`src/design/st3_pkg.sv`:
```
// Function
// high-byte overflow flag sets when the upper count byte wraps FF to 00
// in 16-bit operation that flag sets when the full count wraps FFFF to 0
// set high-byte flag requests an interrupt while the timer interrupt is on
// overflow flags never clear by hardware; software clears them by writing
// low-byte overflow flag sets on every low byte wrap, any mode
// low-byte irq enable plus timer interrupt enable: low wrap requests irq
// capture enable bit: 0 turns capture off, 1 turns it on
// split select: 0 one 16-bit reload counter, 1 two 8-bit reload counters
// run bit starts counting; in split mode it gates only the upper byte
// control bit 1 reads zero and ignores writes
// external select: 0 system clock over 12, 1 external clock over 8
// in split mode external select serves both bytes, byte selects override
// byte clock select 1 picks undivided system clock, 0 defers to ext select
// on a 16-bit wrap the 16-bit reload value loads into the count
// capture: falling edge of ext/8 copies count into reload, sets high flag
// software writing 1 to an overflow flag sets it like a hardware overflow
package st3_pkg;

    // =========================================================
    // register addresses
    localparam logic [7:0] ADDR_CTRL   = 8'h91;
    localparam logic [7:0] ADDR_RLD_LO = 8'h92;
    localparam logic [7:0] ADDR_RLD_HI = 8'h93;
    localparam logic [7:0] ADDR_CNT_LO = 8'h94;
    localparam logic [7:0] ADDR_CNT_HI = 8'h95;

    // =========================================================
    // control field positions and reset values
    localparam int         BIT_HOVF    = 7;
    localparam int         BIT_LOVF    = 6;
    localparam int         BIT_LIRQ_EN = 5;
    localparam int         BIT_CAP_EN  = 4;
    localparam int         BIT_SPLIT   = 3;
    localparam int         BIT_RUN     = 2;
    localparam int         BIT_UNUSED  = 1;
    localparam int         BIT_XCLK    = 0;
    localparam logic [7:0] CTRL_RESET  = 8'h00;
    localparam logic [7:0] DATA_RESET  = 8'h00;
    localparam logic [7:0] UNMAPPED_RD = 8'h00;

    // =========================================================
    // count limits and divider counts
    localparam logic [7:0]  BYTE_MAX      = 8'hFF;
    localparam logic [15:0] WORD_MAX      = 16'hFFFF;
    localparam int          SYS_DIV       = 12;
    localparam int          EXT_DIV       = 8;
    localparam logic [3:0]  SYS_DIV_LAST  = 4'(SYS_DIV - 1);
    localparam logic [2:0]  EXT_DIV_LAST  = 3'(EXT_DIV - 1);
    localparam logic [2:0]  EXT_DIV_HALF  = 3'(EXT_DIV / 2);

    // =========================================================
    // carriers
    typedef struct packed {
        logic [7:0] addr;
        logic       wr;
        logic [7:0] wdata;
    } st3_sfr_req_s;

    typedef struct packed {
        logic hovf;
        logic lovf;
        logic lirq_en;
        logic cap_en;
        logic split;
        logic run;
        logic unused;
        logic xclk;
    } st3_ctrl_s;

    typedef struct packed {
        logic div12;
        logic ext8;
        logic capture;
    } st3_tick_s;

endpackage : st3_pkg

```
`src/design/st3_tick_gen.sv`:
```
module st3_tick_gen (
    // clock and reset
    input  wire logic          clk,
    input  wire logic          resetn,
    // external oscillator, already synchronous
    input  wire logic          ext_osc,
    // timebase pulses
    output st3_pkg::st3_tick_s ticks
);

    // =========================================================
    // state
    typedef struct packed {
        logic [3:0]         sys_cnt;
        logic [2:0]         ext_cnt;
        logic               ext_q;
        st3_pkg::st3_tick_s tick;
    } st3_tick_state_s;

    st3_tick_state_s s_r;
    st3_tick_state_s s_nxt;

    // =========================================================
    // dividers
    always_comb begin
        s_nxt      = s_r;
        s_nxt.tick = '0;
        s_nxt.ext_q = ext_osc;
        if (s_r.sys_cnt == st3_pkg::SYS_DIV_LAST) begin
            s_nxt.sys_cnt    = 4'h0;
            s_nxt.tick.div12 = 1'b1;
        end else begin
            s_nxt.sys_cnt = s_r.sys_cnt + 4'h1;
        end
        // count rising edges; one tick on every eighth edge, as the counter wraps from 7
        if (ext_osc && !s_r.ext_q) begin
            s_nxt.ext_cnt = s_r.ext_cnt + 3'h1;
            if (s_r.ext_cnt == st3_pkg::EXT_DIV_LAST) begin
                s_nxt.tick.ext8    = 1'b1;
                s_nxt.tick.capture = 1'b1;
            end
        end
    end

    always_ff @(posedge clk or negedge resetn) begin
        if (!resetn) begin
            s_r <= '0;
        end else begin
            s_r <= s_nxt;
        end
    end

    assign ticks = s_r.tick;

endmodule : st3_tick_gen

```
`src/design/st3_timer.sv`:
```
module st3_timer (
    // clock and reset
    input  wire logic            clk,
    input  wire logic            resetn,
    // special function register port
    input  st3_pkg::st3_sfr_req_s sfr_req,
    output logic [7:0]           sfr_rdata,
    // clock control bits and interrupt enable from outside
    input  wire logic            high_byte_clock_select,
    input  wire logic            low_byte_clock_select,
    input  wire logic            timer_irq_enable,
    // external oscillator
    input  wire logic            ext_osc,
    // status toward the system
    output logic                 irq_req,
    output logic [15:0]          count_value
);

    // =========================================================
    // state
    typedef struct packed {
        st3_pkg::st3_ctrl_s ctrl;
        logic [7:0]         count_high_byte;
        logic [7:0]         count_low_byte;
        logic [7:0]         reload_high_byte;
        logic [7:0]         reload_low_byte;
        logic [7:0]         rdata;
        logic               irq;
    } st3_state_s;

    st3_state_s         s_r;
    st3_state_s         s_nxt;
    st3_pkg::st3_tick_s ticks;

    // =========================================================
    // timebase
    st3_tick_gen u_tick (
        .clk    (clk),
        .resetn (resetn),
        .ext_osc(ext_osc),
        .ticks  (ticks)
    );

    // =========================================================
    // helpers
    function automatic logic pick_tick(
        input logic               byte_sel,
        input logic               xclk,
        input st3_pkg::st3_tick_s t
    );
        logic r;
        r = 1'b0;
        if (byte_sel) begin
            r = 1'b1;
        end else if (xclk) begin
            r = t.ext8;
        end else begin
            r = t.div12;
        end
        return r;
    endfunction : pick_tick

    function automatic logic is_max(input logic [7:0] v);
        return v == st3_pkg::BYTE_MAX;
    endfunction : is_max

    function automatic logic sel_hit(
        input st3_pkg::st3_sfr_req_s req,
        input logic [7:0]           addr
    );
        return req.wr && (req.addr == addr);
    endfunction : sel_hit

    // =========================================================
    // next state
    logic tick_lo;
    logic tick_hi;
    logic set_hovf;
    logic set_lovf;
    logic [15:0] word;

    always_comb begin
        s_nxt    = s_r;
        set_hovf = 1'b0;
        set_lovf = 1'b0;
        word     = {s_r.count_high_byte, s_r.count_low_byte};
        // low byte clock also drives the 16-bit counter
        tick_lo  = pick_tick(low_byte_clock_select, s_r.ctrl.xclk,
                             ticks);
        tick_hi  = pick_tick(high_byte_clock_select, s_r.ctrl.xclk,
                             ticks);

        if (!s_r.ctrl.split) begin
            // one 16-bit reload counter
            if (s_r.ctrl.run && tick_lo) begin
                if (word == st3_pkg::WORD_MAX) begin
                    s_nxt.count_high_byte = s_r.reload_high_byte;
                    s_nxt.count_low_byte  = s_r.reload_low_byte;
                    set_hovf              = 1'b1;
                end else begin
                    word                  = word + 16'h0001;
                    s_nxt.count_high_byte = word[15:8];
                    s_nxt.count_low_byte  = word[7:0];
                end
                if (is_max(s_r.count_low_byte)) begin
                    set_lovf = 1'b1;
                end
            end
        end else begin
            // two 8-bit reload counters; low byte always runs
            if (tick_lo) begin
                if (is_max(s_r.count_low_byte)) begin
                    s_nxt.count_low_byte = s_r.reload_low_byte;
                    set_lovf             = 1'b1;
                end else begin
                    s_nxt.count_low_byte = s_r.count_low_byte + 8'h01;
                end
            end
            if (s_r.ctrl.run && tick_hi) begin
                if (is_max(s_r.count_high_byte)) begin
                    s_nxt.count_high_byte = s_r.reload_high_byte;
                    set_hovf              = 1'b1;
                end else begin
                    s_nxt.count_high_byte = s_r.count_high_byte + 8'h01;
                end
            end
        end

        // capture of the running count; takes the reload slot this cycle
        if (s_r.ctrl.cap_en && ticks.capture) begin
            s_nxt.reload_high_byte = s_r.count_high_byte;
            s_nxt.reload_low_byte  = s_r.count_low_byte;
            set_hovf               = 1'b1;
        end

        // software writes win over counting on data bytes
        if (sel_hit(sfr_req, st3_pkg::ADDR_RLD_LO)) begin
            s_nxt.reload_low_byte = sfr_req.wdata;
        end
        if (sel_hit(sfr_req, st3_pkg::ADDR_RLD_HI)) begin
            s_nxt.reload_high_byte = sfr_req.wdata;
        end
        if (sel_hit(sfr_req, st3_pkg::ADDR_CNT_LO)) begin
            s_nxt.count_low_byte = sfr_req.wdata;
        end
        if (sel_hit(sfr_req, st3_pkg::ADDR_CNT_HI)) begin
            s_nxt.count_high_byte = sfr_req.wdata;
        end
        if (sel_hit(sfr_req, st3_pkg::ADDR_CTRL)) begin
            // writing 1 to a flag sets it, 0 clears it
            s_nxt.ctrl         = sfr_req.wdata;
            s_nxt.ctrl.unused  = 1'b0;
        end

        // hardware set beats a same-cycle software clear
        if (set_hovf) begin
            s_nxt.ctrl.hovf = 1'b1;
        end
        if (set_lovf) begin
            s_nxt.ctrl.lovf = 1'b1;
        end

        // level request; flags stay set on interrupt entry
        s_nxt.irq = timer_irq_enable
                    && (s_nxt.ctrl.hovf
                        || (s_nxt.ctrl.lirq_en && s_nxt.ctrl.lovf));

        // read data one cycle behind the address
        case (sfr_req.addr)
            st3_pkg::ADDR_CTRL: begin
                s_nxt.rdata = s_r.ctrl;
            end
            st3_pkg::ADDR_RLD_LO: begin
                s_nxt.rdata = s_r.reload_low_byte;
            end
            st3_pkg::ADDR_RLD_HI: begin
                s_nxt.rdata = s_r.reload_high_byte;
            end
            st3_pkg::ADDR_CNT_LO: begin
                s_nxt.rdata = s_r.count_low_byte;
            end
            st3_pkg::ADDR_CNT_HI: begin
                s_nxt.rdata = s_r.count_high_byte;
            end
            default: begin
                s_nxt.rdata = st3_pkg::UNMAPPED_RD;
            end
        endcase
    end

    // =========================================================
    // registers
    always_ff @(posedge clk or negedge resetn) begin
        if (!resetn) begin
            s_r.ctrl             <= st3_pkg::CTRL_RESET;
            s_r.count_high_byte  <= st3_pkg::DATA_RESET;
            s_r.count_low_byte   <= st3_pkg::DATA_RESET;
            s_r.reload_high_byte <= st3_pkg::DATA_RESET;
            s_r.reload_low_byte  <= st3_pkg::DATA_RESET;
            s_r.rdata            <= st3_pkg::DATA_RESET;
            s_r.irq              <= 1'b0;
        end else begin
            s_r <= s_nxt;
        end
    end

    // =========================================================
    // outputs, all straight from flops
    assign sfr_rdata   = s_r.rdata;
    assign irq_req     = s_r.irq;
    assign count_value = {s_r.count_high_byte, s_r.count_low_byte};

endmodule : st3_timer

```
`config.mk`:
```
export PLATFORM = sky130hd
export DESIGN_NAME = st3_timer
export DESIGN_NICKNAME = d
export VERILOG_FILES = /design/src/design/st3_pkg.sv /design/src/design/st3_tick_gen.sv /design/src/design/st3_timer.sv
export SDC_FILE = /design/constraint.sdc
export NUM_CORES = 1
export LEC_CHECK = 0
export ABC_AREA = 1
export BUFFER_PORTS_ARGS = -buffer_cell sky130_fd_sc_hd__buf_2
export CAP_MARGIN = 20
export CORE_MARGIN = 2
export CORE_UTILIZATION = 45
export CTS_CLUSTER_SIZE = 12
export DETAILED_ROUTE_END_ITERATION = 12
export GPL_TIMING_DRIVEN = 1
export PLACE_DENSITY = 0.68
export SLEW_MARGIN = 20
export SYNTH_ARGS = -nofsm -noshare
export SYNTH_HDL_FRONTEND = slang
export SYNTH_SLANG_ARGS = --single-unit
```
`constraint.sdc`:
```
create_clock -name clk -period 1.8 [get_ports clk]
set_clock_uncertainty 0.05 [all_clocks]
set_input_delay 0.09 -clock clk [delete_from_list [all_inputs] [get_ports clk]]
set_output_delay 0.09 -clock clk [all_outputs]
set_load 0.03 [all_outputs]
```
==> results.cfg <==
[floorplan]
core_region_area_sq_um = 8260
io_pins = 48
initial_core_utilization = 0.468
rows = 33
x_dimension_of_the_die_um = 96.7
die_span_y_um = 96.7
dieArea_sq_um = 9350

[logic_synthesis]
synthTopCellsByArea = dfrtp_1 38%, nand2_1 17%, nand3_1 9.3%
synthDominantCellAreaShare = 0.376
post_synth.cell_area_avg_sq_um = 6.95
yosysMostFrequentCell = nand2_1
seq_area_frac_synth = 0.376
synth_edf_count = 0
synthesis.area_sq_um = 3860
unique_cell_type_count_in_the_yosys_netlist = 37
synthFlopType = dfrtp_1
ys_top_cells_by_count = 174 x nand2_1, 72 x nand3_1, 65 x inv_1, 58 x dfrtp_1, 34 x nor2_1
yosys.area.top_type = dfrtp_1
yosys_warnings = 0
ys_async_sr_fraction = 1.00
syn_nets = 584
synthesis.instances = 556
ys_seq_elements = 58

[worst_setup_path]
critPathLaunchType = flop
timing.rr.start = count_value[8]$_DFFE_PN0P_
worst_setup_path_end_kind = flop
cp.required_ns = 2.03
setup.reg_to_reg.worst_slack_ns = 0.13
timing.rr.end = count_value[2]$_DFFE_PN0P_
path_class = reg -> reg
worstPathMaxFanout = 6
worstPathArrival_ns = 1.90
reg2reg_depth = 11

[timing]
setup_viol_count_final = 0
timing.final.ws_setup_ns = 0.127
drv_slew = 0
final.period_utilization = 0.929
worst_pin_slew_ns = 0.367
timing.max_slew.rel_slack = 0.753
finalHoldViolCount = 0
achievable-frequency_mhz = 598
finalCriticalPeriod_ns = 1.67
grt_setup_unrepaired = yes

[pwr]
power.leakage_uw = 0.00236
power_dens_cells_nw_per_um2 = 1080
p_int_uw = 2940
seq_power_share = 0.366
irDropWorstVdd_uv = 666
netSwitchingFraction = 0.402
power_uw = 4910
clock_power_share = 0.245
combinationalPowerShare = 0.388
power_switching_uw = 1970

[clocking]
clk_latency_worst_skew_pair_ns = 0.34
clk_pin_slew_worst_paths_ns = 0.07
cell_at_the_root_of_the_clock_tree = clkbuf_8
tritoncts = built
max-clock-path-buffers = 2
cts-htree-levels = 3
cts_buffers = 9
clkSinkCount = 58
cts_setup_buffers = 0

[route]
antenna_violating_nets_post_route = 0
post_drt_wl_per_cell_um = 15.9
post_drt_via_cell_ratio = 5.53
dr_total_vias = 4016
drt-pass1-iter-count = 5
drcViolationCount = 0
wirelength_um = 11500
drtIter0Drc = 292

[cells_and_area]
final_net_count = 646
fill_cells = 827
antenna-diode-count = 0
final_design_area_no_fill_sq_um = 4550
layout_area_overhead_pct = 17.8
post_layout_nonfiller_instances = 726
drive_above_1_share = 0.219

[hold_path]
min-delay-start = sfr_req[2]
hold_path_depth = 3
timing.hold.worst_endpoint = count_value[2]$_DFFE_PN0P_
hold_path_class = in -> reg

[grt]
grt.overflow.total = 0
grt_max_degree = 59
number_of_global_route_vias_before_repair = 3857
first_pass_grt_wire_length_um = 18700
global_route_usage_over_all_layers = 0.247
grt_antenna_before_repair = 0

[run]
maximum_capacitance_violations = 0

[placed_design]
dpl_worst_slack_ns = 0.0299
portBuffers = 47
detailed_place_hpwl_um = 8650
post_dp_cell_area_sq_um = 4230
routabilityCongestion = 1.01
placedCellCount = 703

[run_status]
outcome = finished, final reports clean
repair_timing:
action                                  in CTS  in global routing
endpoints found under the setup margin       0                 13
gates resized for setup                      0                 19
hold buffers                                 9                  0
hold endpoints to repair                    69                  0
final cells by class:
type | count | area, sq um | share of cell area
Multi-Input combinational cell | 389 | 1920 | 0.423
Sequential cell | 58 | 1460 | 0.320
Timing Repair Buffer | 87 | 574 | 0.126
Inverter | 73 | 274 | 0.0602
Clock buffer | 11 | 151 | 0.0333
Tap cell | 105 | 131 | 0.0289
Clock inverter | 3 | 40.0 | 0.00880
cell families after synthesis:
| family | share of synthesized area |
|---|---|
| adder cells (fa/ha/maj) | 0.0162 |
| AND/OR/NAND/NOR | 0.346 |
| buffers and inverters | 0.136 |
| flip-flops | 0.376 |
| XOR/XNOR | 0.0113 |
| multiplexers | 0.00583 |
| AO/OA/AOI/OAI | 0.110 |
worst max-delay path by stage:
stage / to / slack (ns) / start
floorplan: count_value[15]$_DFFE_PN0P_ / 0.08 / count_value[9]$_DFFE_PN0P_
global placement: count_value[4]$_DFFE_PN0P_ / 0.12 / count_value[0]$_DFFE_PN0P_
detailed placement: count_value[5]$_DFFE_PN0P_ / 0.03 / count_value[0]$_DFFE_PN0P_
CTS: count_value[5]$_DFFE_PN0P_ / 0.02 / count_value[1]$_DFFE_PN0P_
global route: count_value[15]$_DFFE_PN0P_ / -0.04 / count_value[9]$_DFFE_PN0P_
finish: count_value[2]$_DFFE_PN0P_ / 0.13 / count_value[8]$_DFFE_PN0P_
power groups by stage:
stage | logic (uW) | registers, uW | clock network (uW)
6_report | 1910 | 1800 | 1210
5_1_grt | 2110 | 1830 | 1290
4_1_cts | 1870 | 1780 | 1220
3_5_place_dp | 1840 | 1800 | 0
3_3_place_gp | 1830 | 1790 | 0
2_1_floorplan | 1430 | 1720 | 0
cells in the final DEF, fill, tap and decap left out, drive strengths merged, types with 2 or more instances in the layout:
cell type | netlist | routed
nand2 | 180 | 180
buf | 34 | 78
nand3 | 74 | 74
inv | 73 | 73
dfrtp | 58 | 58
nor2 | 37 | 37
o21ai | 33 | 33
a21oi | 12 | 12
clkbuf | 2 | 11
o22ai | 10 | 10
dlygate4sd3 | 0 | 9
o211ai | 6 | 6
nor3 | 6 | 6
nand4 | 5 | 5
ha | 5 | 5
o221ai | 4 | 4
xor2 | 3 | 3
o21bai | 3 | 3
xnor2 | 2 | 2
mux2 | 2 | 2
clkinv | 0 | 2
stage by stage:
stage	hold WS [ns]	setup TNS, ns	util
6_report	0.0299	0	0.551
3_5_place_dp	0.0682	0	0.512
2_1_floorplan	-0.256	0	-
4_1_cts	0.0253	0	0.546
5_1_grt	0.0479	-0.0695	0.551
3_3_place_gp	0.0695	0	0.512
registers in the layout (all words and copies together) (netlist names):
name	cells
s_r	23
count_value	16
sfr_rdata	8
u_tick.s_r	8
u_tick.ticks	2
irq_req	1
layer usage:
| layer | wire [um] | GRT usage | vias up |
|---|---|---|---|
| met3 | 912 | 0.0491 | 45 |
| met5 | 0 | 0 | - |
| met2 | 5220 | 0.390 | 210 |
| met1 | 4950 | 0.331 | 1867 |
| met4 | 427 | 0.106 | 0 |
| li1 | - | - | 1894 |
critical path, stage by stage, from the launching register on:
cell     delay [ns]
dfrtp_1        0.37
ha_2           0.22
inv_1          0.04
nor2_1         0.12
nand4_2        0.17
inv_1          0.14
nand2_2        0.10
nand2_2        0.12
nand2_1        0.06
o21ai_1        0.08
nand2_1        0.07
nand3_1        0.06
No activity file was read; power rests on OpenSTA's default activity.
